[src/inc/ahrp_defines.svh]
// Constants for the asynchronous host register port.
// Assumes inclusion by bare name from the design files.
`ifndef AHRP_DEFINES_SVH
`define AHRP_DEFINES_SVH

// Data bus width.
`define AHRP_DATA_W 8
// Address bus width, not counting the space select bit.
`define AHRP_ADDR_W 9
// Number of alarm sources.
`define AHRP_NUM_SRC 7
// Base addresses inside the normal register space.
`define AHRP_ADDR_STATUS 9'h000
`define AHRP_ADDR_MASK 9'h001
`define AHRP_ADDR_LIVE 9'h002
`define AHRP_ADDR_SCRATCH 9'h003
// Base address inside the test register space.
`define AHRP_ADDR_TEST 9'h000
// Reset values.
`define AHRP_MASK_RST 7'h00
`define AHRP_SCRATCH_RST 8'h00
// Bit positions of the alarm sources.
`define AHRP_BIT_SIG_LOSS 0
`define AHRP_BIT_FRAME_LOSS 1
`define AHRP_BIT_LINE_AIS 2
`define AHRP_BIT_LINE_RDI 3
`define AHRP_BIT_PTR_LOSS 4
`define AHRP_BIT_PATH_AIS 5
`define AHRP_BIT_PATH_RDI 6

`endif

[src/inc/ahrp_pkg.sv]
// Types for the asynchronous host register port.
// Assumes the defines header is compiled alongside.
package ahrp_pkg;

  // Phases of one host strobe cycle as seen by the core clock.
  typedef enum logic [1:0] {
    AHRP_IDLE,
    AHRP_READ,
    AHRP_WRITE
  } ahrp_phase_type;

endpackage

[src/design/ahrp_sync.sv]
// Two flip-flop synchroniser, one instance per pin group.
// Assumes a single core clock with a synchronous reset.
`timescale 1ns/1ns
`default_nettype none

module ahrp_sync
#(
  parameter int          WIDTH   = 1,
  parameter logic [WIDTH-1:0] RST_VAL = '0
)
(
  input  wire logic             sys_clk,
  input  wire logic             rst,
  input  wire logic [WIDTH-1:0] din,
  output logic      [WIDTH-1:0] dout
);

  // First stage, read by the second stage only.
  logic [WIDTH-1:0] meta_reg;

  // Two stages; both take the idle value in reset.
  always_ff @(posedge sys_clk)
  begin
    if (rst)
    begin
      meta_reg <= RST_VAL;
      dout     <= RST_VAL;
    end
    else
    begin
      meta_reg <= din;
      dout     <= meta_reg;
    end
  end

endmodule // ahrp_sync

`default_nettype wire

[src/design/ahrp_port.sv]
// Strobe-timed 8-bit host register port with alarm interrupt.
// Assumes host pins are asynchronous to sys_clk; the external device
// reset pin is merged with rst into one internal reset.
`timescale 1ns/1ns
`default_nettype none
`include "ahrp_defines.svh"

module ahrp_port
(
  input  wire logic                    sys_clk,
  input  wire logic                    rst,
  input  wire logic                    device_reset_n,
  input  wire logic                    chip_select_n,
  input  wire logic                    read_strobe_n,
  input  wire logic                    write_strobe_n,
  input  wire logic                    addr_latch_en,
  input  wire logic [`AHRP_ADDR_W-1:0] addr,
  input  wire logic                    test_space_sel,
  input  wire logic [`AHRP_DATA_W-1:0] data_in,
  output logic      [`AHRP_DATA_W-1:0] data_out,
  output logic                         data_oe,
  input  wire logic                    signal_loss,
  input  wire logic                    frame_loss,
  input  wire logic                    line_ais,
  input  wire logic                    line_remote_defect,
  input  wire logic                    pointer_loss,
  input  wire logic                    path_ais,
  input  wire logic                    path_remote_defect,
  output logic                         interrupt_out_n,
  output logic                         interrupt_oe
);

  ////////////////////////////////////////////////////////////////////////
  // Reset and pin synchronisation.

  // Reset flops of the device reset pin, asserted at once, freed late.
  logic       dev_rst_meta_reg;
  logic       dev_rst_reg;
  // Combined internal reset.
  logic       core_rst;

  // Asynchronous assertion from the pin, synchronous release.
  always_ff @(posedge sys_clk or negedge device_reset_n)
  begin
    if (!device_reset_n)
    begin
      dev_rst_meta_reg <= 1'b1;
      dev_rst_reg      <= 1'b1;
    end
    else
    begin
      dev_rst_meta_reg <= 1'b0;
      dev_rst_reg      <= dev_rst_meta_reg;
    end
  end

  assign core_rst = rst | dev_rst_reg;

  // Synchronised strobe group: chip select, read, write, latch enable.
  logic [3:0] strb_s;
  // Synchronised address with space bit, and data.
  logic [`AHRP_ADDR_W:0]   addr_s;
  logic [`AHRP_DATA_W-1:0] data_s;
  // Synchronised alarm sources.
  logic [`AHRP_NUM_SRC-1:0] src_s;

  ahrp_sync #(.WIDTH(4), .RST_VAL(4'hf)) u_sync_strb
  (
    .sys_clk (sys_clk),
    .rst     (core_rst),
    .din     ({chip_select_n, read_strobe_n, write_strobe_n,
               addr_latch_en}),
    .dout    (strb_s)
  );

  ahrp_sync #(.WIDTH(`AHRP_ADDR_W + 1)) u_sync_addr
  (
    .sys_clk (sys_clk),
    .rst     (core_rst),
    .din     ({test_space_sel, addr}),
    .dout    (addr_s)
  );

  ahrp_sync #(.WIDTH(`AHRP_DATA_W)) u_sync_data
  (
    .sys_clk (sys_clk),
    .rst     (core_rst),
    .din     (data_in),
    .dout    (data_s)
  );

  ahrp_sync #(.WIDTH(`AHRP_NUM_SRC)) u_sync_src
  (
    .sys_clk (sys_clk),
    .rst     (core_rst),
    .din     ({path_remote_defect, path_ais, pointer_loss,
               line_remote_defect, line_ais, frame_loss, signal_loss}),
    .dout    (src_s)
  );

  // Named views of the synchronised strobes.
  logic cs_n_s;
  logic rd_n_s;
  logic wr_n_s;
  logic ale_s;
  assign {cs_n_s, rd_n_s, wr_n_s, ale_s} = strb_s;

  ////////////////////////////////////////////////////////////////////////
  // Address latch and decode.

  // Held address including the space bit in the top position.
  logic [`AHRP_ADDR_W:0] addr_hold_reg;
  // Address actually used for the access.
  logic [`AHRP_ADDR_W:0] addr_eff;

  // Follows the bus while enable is high, keeps it while low.
  always_ff @(posedge sys_clk)
  begin
    if (core_rst)
      addr_hold_reg <= '0;
    else if (ale_s)
      addr_hold_reg <= addr_s;
  end

  // Transparent path while enable is high, held copy otherwise.
  assign addr_eff = ale_s ? addr_s : addr_hold_reg;

  // Matches a normal or test space address against a target.
  function automatic logic hit(input logic [`AHRP_ADDR_W:0] a,
                               input logic                  test,
                               input logic [`AHRP_ADDR_W-1:0] t);
    hit = (a[`AHRP_ADDR_W] == test) && (a[`AHRP_ADDR_W-1:0] == t);
  endfunction

  ////////////////////////////////////////////////////////////////////////
  // Strobe qualification.

  // Strobes count only while chip select is low.
  logic rd_act;
  logic wr_act;
  assign rd_act = !cs_n_s && !rd_n_s;
  assign wr_act = !cs_n_s && !wr_n_s;

  // Current access phase.
  ahrp_pkg::ahrp_phase_type phase_reg;
  // Write rising edge seen this cycle, chip select still low.
  logic                     wr_done;
  // Read end seen this cycle.
  logic                     rd_done;
  // Address captured at start of the access.
  logic [`AHRP_ADDR_W:0]    acc_addr_reg;

  // Tracks one read or write from strobe fall to strobe rise.
  always_ff @(posedge sys_clk)
  begin
    if (core_rst)
      phase_reg <= ahrp_pkg::AHRP_IDLE;
    else
    begin
      unique case (phase_reg)
        ahrp_pkg::AHRP_IDLE:
          if (wr_act)
            phase_reg <= ahrp_pkg::AHRP_WRITE;
          else if (rd_act)
            phase_reg <= ahrp_pkg::AHRP_READ;
        ahrp_pkg::AHRP_READ:
          if (!rd_act)
            phase_reg <= ahrp_pkg::AHRP_IDLE;
        ahrp_pkg::AHRP_WRITE:
          if (wr_n_s || cs_n_s)
            phase_reg <= ahrp_pkg::AHRP_IDLE;
      endcase
    end
  end

  // Address of the access in flight, held stable by the host.
  always_ff @(posedge sys_clk)
  begin
    if (core_rst)
      acc_addr_reg <= '0;
    else if (phase_reg == ahrp_pkg::AHRP_IDLE)
      acc_addr_reg <= addr_eff;
  end

  // Rising write strobe with chip select low commits the write.
  assign wr_done = (phase_reg == ahrp_pkg::AHRP_WRITE)
                   && wr_n_s && !cs_n_s;
  assign rd_done = (phase_reg == ahrp_pkg::AHRP_READ) && !rd_act;

  ////////////////////////////////////////////////////////////////////////
  // Registers.

  // Sticky alarm status, mask, scratch and test registers.
  logic [`AHRP_NUM_SRC-1:0] status_reg;
  logic [`AHRP_NUM_SRC-1:0] mask_reg;
  logic [`AHRP_DATA_W-1:0]  scratch_reg;
  logic [`AHRP_DATA_W-1:0]  test_reg;
  // Previous source levels, for rising edge detection.
  logic [`AHRP_NUM_SRC-1:0] src_prev_reg;
  // Rising edges of sources this cycle.
  logic [`AHRP_NUM_SRC-1:0] src_rise;
  // Status read completed: clears what was read.
  logic                     stat_ack;
  // Snapshot of status returned by the read in flight.
  logic [`AHRP_NUM_SRC-1:0] stat_seen_reg;

  assign src_rise = src_s & ~src_prev_reg;
  assign stat_ack = rd_done
                    && hit(acc_addr_reg, 1'b0, `AHRP_ADDR_STATUS);

  // Previous source level.
  always_ff @(posedge sys_clk)
  begin
    if (core_rst)
      src_prev_reg <= '0;
    else
      src_prev_reg <= src_s;
  end

  // Reading the status acknowledges the bits returned; a new event wins.
  always_ff @(posedge sys_clk)
  begin
    if (core_rst)
      status_reg <= '0;
    else
      status_reg <= (status_reg & ~(stat_ack ? stat_seen_reg : '0))
                    | src_rise;
  end

  // Mask register written by the host.
  always_ff @(posedge sys_clk)
  begin
    if (core_rst)
      mask_reg <= `AHRP_MASK_RST;
    else if (wr_done && hit(acc_addr_reg, 1'b0, `AHRP_ADDR_MASK))
      mask_reg <= data_s[`AHRP_NUM_SRC-1:0];
  end

  // General scratch register.
  always_ff @(posedge sys_clk)
  begin
    if (core_rst)
      scratch_reg <= `AHRP_SCRATCH_RST;
    else if (wr_done && hit(acc_addr_reg, 1'b0, `AHRP_ADDR_SCRATCH))
      scratch_reg <= data_s;
  end

  // Test space register, reached only with the space bit high.
  always_ff @(posedge sys_clk)
  begin
    if (core_rst)
      test_reg <= '0;
    else if (wr_done && hit(acc_addr_reg, 1'b1, `AHRP_ADDR_TEST))
      test_reg <= data_s;
  end

  ////////////////////////////////////////////////////////////////////////
  // Read data path.

  // Value of the addressed register; unmapped reads return zero.
  logic [`AHRP_DATA_W-1:0] rd_mux;

  // Selects the register named by the access address.
  always_comb
  begin
    rd_mux = '0;
    if (hit(acc_addr_reg, 1'b0, `AHRP_ADDR_STATUS))
      rd_mux = {1'b0, status_reg};
    else if (hit(acc_addr_reg, 1'b0, `AHRP_ADDR_MASK))
      rd_mux = {1'b0, mask_reg};
    else if (hit(acc_addr_reg, 1'b0, `AHRP_ADDR_LIVE))
      rd_mux = {1'b0, src_s};
    else if (hit(acc_addr_reg, 1'b0, `AHRP_ADDR_SCRATCH))
      rd_mux = scratch_reg;
    else if (hit(acc_addr_reg, 1'b1, `AHRP_ADDR_TEST))
      rd_mux = test_reg;
  end

  // Status bits seen by this read, latched while the read is held.
  always_ff @(posedge sys_clk)
  begin
    if (core_rst || phase_reg != ahrp_pkg::AHRP_READ)
      stat_seen_reg <= '0;
    else
      stat_seen_reg <= status_reg;
  end

  // Drives the bus only during a qualified read; pin reset acts at once.
  always_ff @(posedge sys_clk or negedge device_reset_n)
  begin
    if (!device_reset_n)
    begin
      data_out <= '0;
      data_oe  <= 1'b0;
    end
    else
    begin
      data_oe  <= !core_rst && (phase_reg == ahrp_pkg::AHRP_READ)
                  && rd_act;
      data_out <= core_rst ? '0 : rd_mux;
    end
  end

  ////////////////////////////////////////////////////////////////////////
  // Interrupt output.

  // Pulls low while any unmasked sticky alarm remains; pin reset frees it.
  always_ff @(posedge sys_clk or negedge device_reset_n)
  begin
    if (!device_reset_n)
    begin
      interrupt_out_n <= 1'b0;
      interrupt_oe    <= 1'b0;
    end
    else
    begin
      interrupt_out_n <= 1'b0;
      interrupt_oe    <= !core_rst && (|(status_reg & mask_reg));
    end
  end

endmodule // ahrp_port

`default_nettype wire

[config.mk]
export PLATFORM = sky130hd
export DESIGN_NAME = ahrp_port
export DESIGN_NICKNAME = d
export VERILOG_FILES = /design/src/inc/ahrp_pkg.sv /design/src/design/ahrp_sync.sv /design/src/design/ahrp_port.sv
export VERILOG_INCLUDE_DIRS = /design/src /design/src/inc
export SDC_FILE = /design/constraint.sdc
export NUM_CORES = 1
export LEC_CHECK = 0
export BUFFER_PORTS_ARGS = -buffer_cell sky130_fd_sc_hd__buf_2
export CORE_MARGIN = 8
export CORE_UTILIZATION = 58
export DETAILED_ROUTE_END_ITERATION = 8
export PLACE_DENSITY = 0.78
export SETUP_SLACK_MARGIN = 0.02
export SLEW_MARGIN = 30
export SYNTH_ARGS = -nofsm -noshare
export SYNTH_HDL_FRONTEND = slang
export SYNTH_SLANG_ARGS = --single-unit
[constraint.sdc]
create_clock -name sys_clk -period 1.75 [get_ports sys_clk]
set_input_delay 0.0875 -clock sys_clk [delete_from_list [all_inputs] [get_ports sys_clk]]
set_output_delay 0.0875 -clock sys_clk [all_outputs]
set_load 0.005 [all_outputs]
# == Word level (Yosys, flattened, before mapping) ==
# Cells that the tools add are included.
# totals
register_bits,136
wordCells,80
out_inout_bits,11
# op_classes
muxes,13
n_reduce_logical,28
n_eq_ne,9
n_bitwise,8
# ops
operator,count
two-way mux 8 bit,6
AND 7 bit,3
"equality test 9 x 2 -> 1 bit, second input constant",2
logical AND 1 bit,17
NOT 7 bit,2
two-way mux 10 bit,1
"equality test 9 x 1 -> 1 bit, second input constant",1
logical NOT 9 bit,1
two-way mux 2 bit,4
two-way mux 7 bit,1
bitwise OR 7 bit,1
OR reduction 7 bit,1
case mux 2 bit (3 select lines),1
logical NOT 1 bit,5
"!= test 2 bit, second input constant",2
"!= test 3 bit, second input constant",1
AND reduction 3 bit,1
"equality test 2 x 1 -> 1 bit, second input constant",1
"equality test 2 bit, second input constant",1
logical NOT 2 bit,1
logical OR 1 bit,2
"!= test 2 x 1 -> 1 bit, second input constant",1
NOT 1 bit,1
bitwise OR 1 bit,1

# == Depth between registers and ports, before layout ==
# logic_depth
word_depth,9
depth_mapped,7
mapped_depth_nobuf,6

# == Hierarchy ==
# From an unflattened synthesis, not the netlist that was laid out.
# unflattened
hier_cells,426
area_unflattened_um2,4774.6
# modules_own_cells
mod,area_each_um2,cells_per_inst,instances
ahrp_port,3074.2,306,1
ahrp_sync (u_sync_addr),618.1,42,1
ahrp_sync (u_sync_data),464.2,33,1
ahrp_sync (u_sync_src),407.9,29,1
ahrp_sync (u_sync_strb),210.2,16,1

# == Least setup slack after synthesis ==
# OpenSTA, ideal clock, no wires.
# synth_path
path_type,reg2reg
startpoint,register acc_addr_reg[2]
endpoint,register data_out[0]
synth_period_minus_slack_ns,1.470
stages_incl_launch_ff,4
slack_ns,0.280
required_time_ns,1.627
t_arrival_ns,1.348
setup_time_ns,0.123
path_buffers,0
path_cell_list,dfxtp_1 nor4_4 nand4b_1 o221a_2
# synth_via
elab_chain_cells,8
word_cells_on_any_way,15
classes_between,eq/ne (3); mux (6); reduce/logical (6)
# synth_lines
item,line,rtl
start: declaration,ahrp_port.sv:151,logic [`AHRP_ADDR_W:0] acc_addr_reg;
start signal: assignment,ahrp_port.sv:182,acc_addr_reg <= addr_eff;
logical NOT 9 bit,ahrp_port.sv:132,hit = (a[`AHRP_ADDR_W] == test) && (a[`AHRP_ADDR_W-1:0] == t);
logical AND 1 bit,ahrp_port.sv:132,
two-way mux 8 bit,ahrp_port.sv:275,"else if (hit(acc_addr_reg, 1'b1, `AHRP_ADDR_TEST))"
two-way mux 8 bit,ahrp_port.sv:273,"else if (hit(acc_addr_reg, 1'b0, `AHRP_ADDR_SCRATCH))"
two-way mux 8 bit,ahrp_port.sv:271,"else if (hit(acc_addr_reg, 1'b0, `AHRP_ADDR_LIVE))"
two-way mux 8 bit,ahrp_port.sv:269,"else if (hit(acc_addr_reg, 1'b0, `AHRP_ADDR_MASK))"
two-way mux 8 bit *,ahrp_port.sv:267,"if (hit(acc_addr_reg, 1'b0, `AHRP_ADDR_STATUS))"
two-way mux 8 bit *,ahrp_port.sv:300,data_out <= core_rst ? '0 : rd_mux;
end signal: assignment,ahrp_port.sv:300,
end: declaration,ahrp_port.sv:20,"output logic [`AHRP_DATA_W-1:0] data_out,"
# Mark *: on every way between the ends. The rest lies on a longest branch, timed or not.
# A chain may end at the register's enable or synchronous reset.

# == Worst setup path after layout ==
# layout_path
startpoint,register phase_reg[1]
endpoint,register phase_reg[0]
# layout_via
elab_chain_cells,3
word_cells_on_any_way,8
classes_between,eq/ne (5); mux (1); reduce/logical (2)
# layout_lines
item,line,rtl
start: declaration,ahrp_port.sv:145,ahrp_pkg::ahrp_phase_type phase_reg;
start signal: assignment,ahrp_port.sv:157,phase_reg <= ahrp_pkg::AHRP_IDLE;
start signal: assignment,ahrp_port.sv:163,phase_reg <= ahrp_pkg::AHRP_WRITE;
start signal: assignment,ahrp_port.sv:165,phase_reg <= ahrp_pkg::AHRP_READ;
"equality test 2 bit, or another cell as far along",ahrp_port.sv:160,unique case (phase_reg)
!= test 2 bit (no source line) / != test 3 bit (equally long branches),-,
AND reduction 3 bit (no source line),-,
# Parallel ways exist; a longest one is shown, timed or not.

==> run summary <==
Outcome -> finished, final reports clean
Max-cap violations -> 0
Worst r2r dst -> phase_reg[0]
Netlist Area Pre-Place -> 0.00481 mm2
Core ar. -> 0.00813 mm2
Worst Skew -> 0.00681 ns
Root buf cell -> clkbuf_8
Number of global-route vias before repair -> 3525
Fraction of registers with async set/reset -> 0.0882
Clk buf depth -> 2
Clock period minus worst slack -> 1.67 ns
Max FO, Critical Path -> 3
Maximum vdd drop -> 0.695 mV
Power per cell area -> 1120 mW/mm2
Clk_lat worst skew -> 0.51 ns
Fillcell total -> 517
Die Span Y -> 107 um
Final hold vios -> 0
Slew Viols, Final -> 0
CTS tree -> yes
H-tree levels -> 4
Fmax achieved -> 597 MHz
Dpl hpwl -> 6.50 mm
Clk sinks -> 136
I/O pins -> 43
Initial antenna violation count -> 0
Via Count -> 3487
Seq/Total Area, Yosys -> 0.579
DIE AREA -> 0.0115 mm2
Total power -> 6.90 mW
Cells after Synth -> 468
Crit end category -> register
DRT antenna net count -> 0
Setup_tns -> 0 ns
Share of cells above drive strength 1 -> 0.210
Most common library cells after synthesis -> dfxtp_1 (124), and2_1 (57), a21oi_1 (26)
Area share of the largest cell type after synthesis -> 0.516
Worst reg2reg path depth -> 6
Crit path DAT -> 2.10 ns
Die X -> 107 um
GRT Overall Usage -> 0.183
Slew headroom -> 0.600
GRT overflow -> 0
Worst setup SP type -> register
Lkg Pwr -> 2.64 nW
Worst slack, placed -> 0.0704 ns
Class of the worst hold path -> in -> async
R2R setup slack -> 0.08 ns
Unrepaired setup endpoints after global routing -> yes
DR WL/cell -> 14.7 um
Layout area overhead -> 28.2%
First-pass GRT wire length -> 16.6 mm
DR iter-0 viols -> 179
Drt via density -> 5.16
Syn avg cell area -> 10.3 um2
Worst Setup Path Type -> reg -> reg
Main synth FF type -> dfxtp_1
Largest net degree at the start of global routing -> 39
Area contributors post-synth -> dfxtp_1 (52%), and2_1 (7.4%), dfrtp_1 (5.2%), a21oi_1 (2.7%), nand3_1 (2.6%)
Final setup vio count -> 0
#FFs+latches synth -> 136
Top-count cell post-synth -> dfxtp_1
Final setup margin -> 0.0752 ns
Port Buffer Count -> 41
YS warnings -> 0
Fin util -> 0.758
Final wirelength -> 9.94 mm
Final #Nets -> 594
Initial Util -> 0.592
# diodes -> 0
Number of synthesized flops with an enable pin -> 0
Site Rows -> 33
Clock transition at path regs -> 0.06 ns
GP Congestion -> 0.810
Final period util -> 0.957
Worst R2R Start -> phase_reg[1]
Total CTS buffers -> 17
TritonRoute pass-1 iters -> 4
Worst EP required -> 2.17 ns
Cell taking the most area after synthesis -> dfxtp_1
Synth cell types -> 50
Slew @ Worst Pin -> 0.599 ns
# DRC -> 0
==> layer usage <==
metal	global-route usage	part of all wire
met5	0	0
met1	0.222	0.46
met2	0.303	0.49
met4	0.0633	0.0043
met3	0.0540	0.045
==> area by class of cell <==
type | count | area (um2) | share of cell area
tap | 105 | 131 | 0.0213
inverter | 9 | 33.8 | 0.00548
sequential | 136 | 2790 | 0.452
clock buffer | 23 | 488 | 0.0791
timing repair buffer | 102 | 766 | 0.124
clock inverter | 8 | 110 | 0.0178
multi-input combinational | 293 | 1850 | 0.301
==> power by group <==
| group | switching, mW | total [mW] | leakage, nW | internal [mW] |
|---|---|---|---|---|
| Clock | 1.25 | 3.48 | 0.286 | 2.23 |
| Sequential | 0.0210 | 3.17 | 1.17 | 3.15 |
| Combinational | 0.105 | 0.243 | 1.19 | 0.138 |
| Total | 1.38 | 6.90 | 2.64 | 5.52 |
==> worst max path at each step <==
stage | to | from
global route | data_out[4] | acc_addr_reg[9]
global placement | data_out[6] | acc_addr_reg[1]
floorplan | data_out[0] | acc_addr_reg[2]
CTS | data_out[7] | acc_addr_reg[2]
finish | phase_reg[0] | phase_reg[1]
detailed placement | data_out[7] | acc_addr_reg[2]
==> what timing repair did <==
item	CTS	global route
pin swaps	0	1
hold buffers	36	0
hold endpoints to repair	45	0
gates resized for setup	1	1
endpoints found under the setup margin	1	8
buffers inserted	0	3
==> cell families after synthesis <==
kind of cell | count (synthesis) | synth area share
flip-flops | 136 | 0.579
multiplexers | 10 | 0.0208
other | 1 | 0.000779
AO/OA/AOI/OAI | 87 | 0.112
AND/OR/NAND/NOR | 191 | 0.241
buffers and inverters | 40 | 0.0387
adder cells (fa/ha/maj) | 3 | 0.00780
==> worst max-delay path: stages, from the launching register on <==
cell	delay (ns)
dfxtp_1	0.36
inv_1	0.08
ha_1	0.22
nand2b_1	0.12
a21oi_1	0.10
or4_1	0.53
a21oi_1	0.19
==> per-stage QoR <==
step	cell area [um2]	std cells	hold WS, ns
final	6170	676	0.0715
after global placement	5190	606	-0.0369
after CTS	6150	673	0.0524
after floorplan	4820	469	-0.208
after detailed placement	5190	606	-0.0357
after global routing	6170	676	0.0885
==> placed cells by master (no fill, tap or decap), types with 2 or more instances in the layout <==
cell type / count
a22oi_1: 9
clkinv_4: 3
or2_2: 2
clkbuf_16: 17
a21oi_1: 26
or3b_2: 5
mux2i_1: 10
nand3_1: 25
conb_1: 2
nor2b_1: 16
nor3_1: 9
or3_1: 8
buf_4: 24
nand2_1: 8
dfrtp_1: 10
dfstp_2: 2
o21ai_1: 9
o21ai_0: 22
nand4b_1: 2
nand4_2: 2
nor2_1: 24
and3_1: 8
dlygate4sd3_1: 36
bufinv_16: 2
inv_1: 9
clkinvlp_4: 2
clkbuf_1: 2
or3b_1: 2
clkbuf_8: 4
and2_1: 57
o221a_2: 6
ha_1: 3
nand2b_1: 10
dfxtp_1: 123
buf_2: 41
a211oi_1: 10
Note: power is estimated with default switching activity, not from simulation.
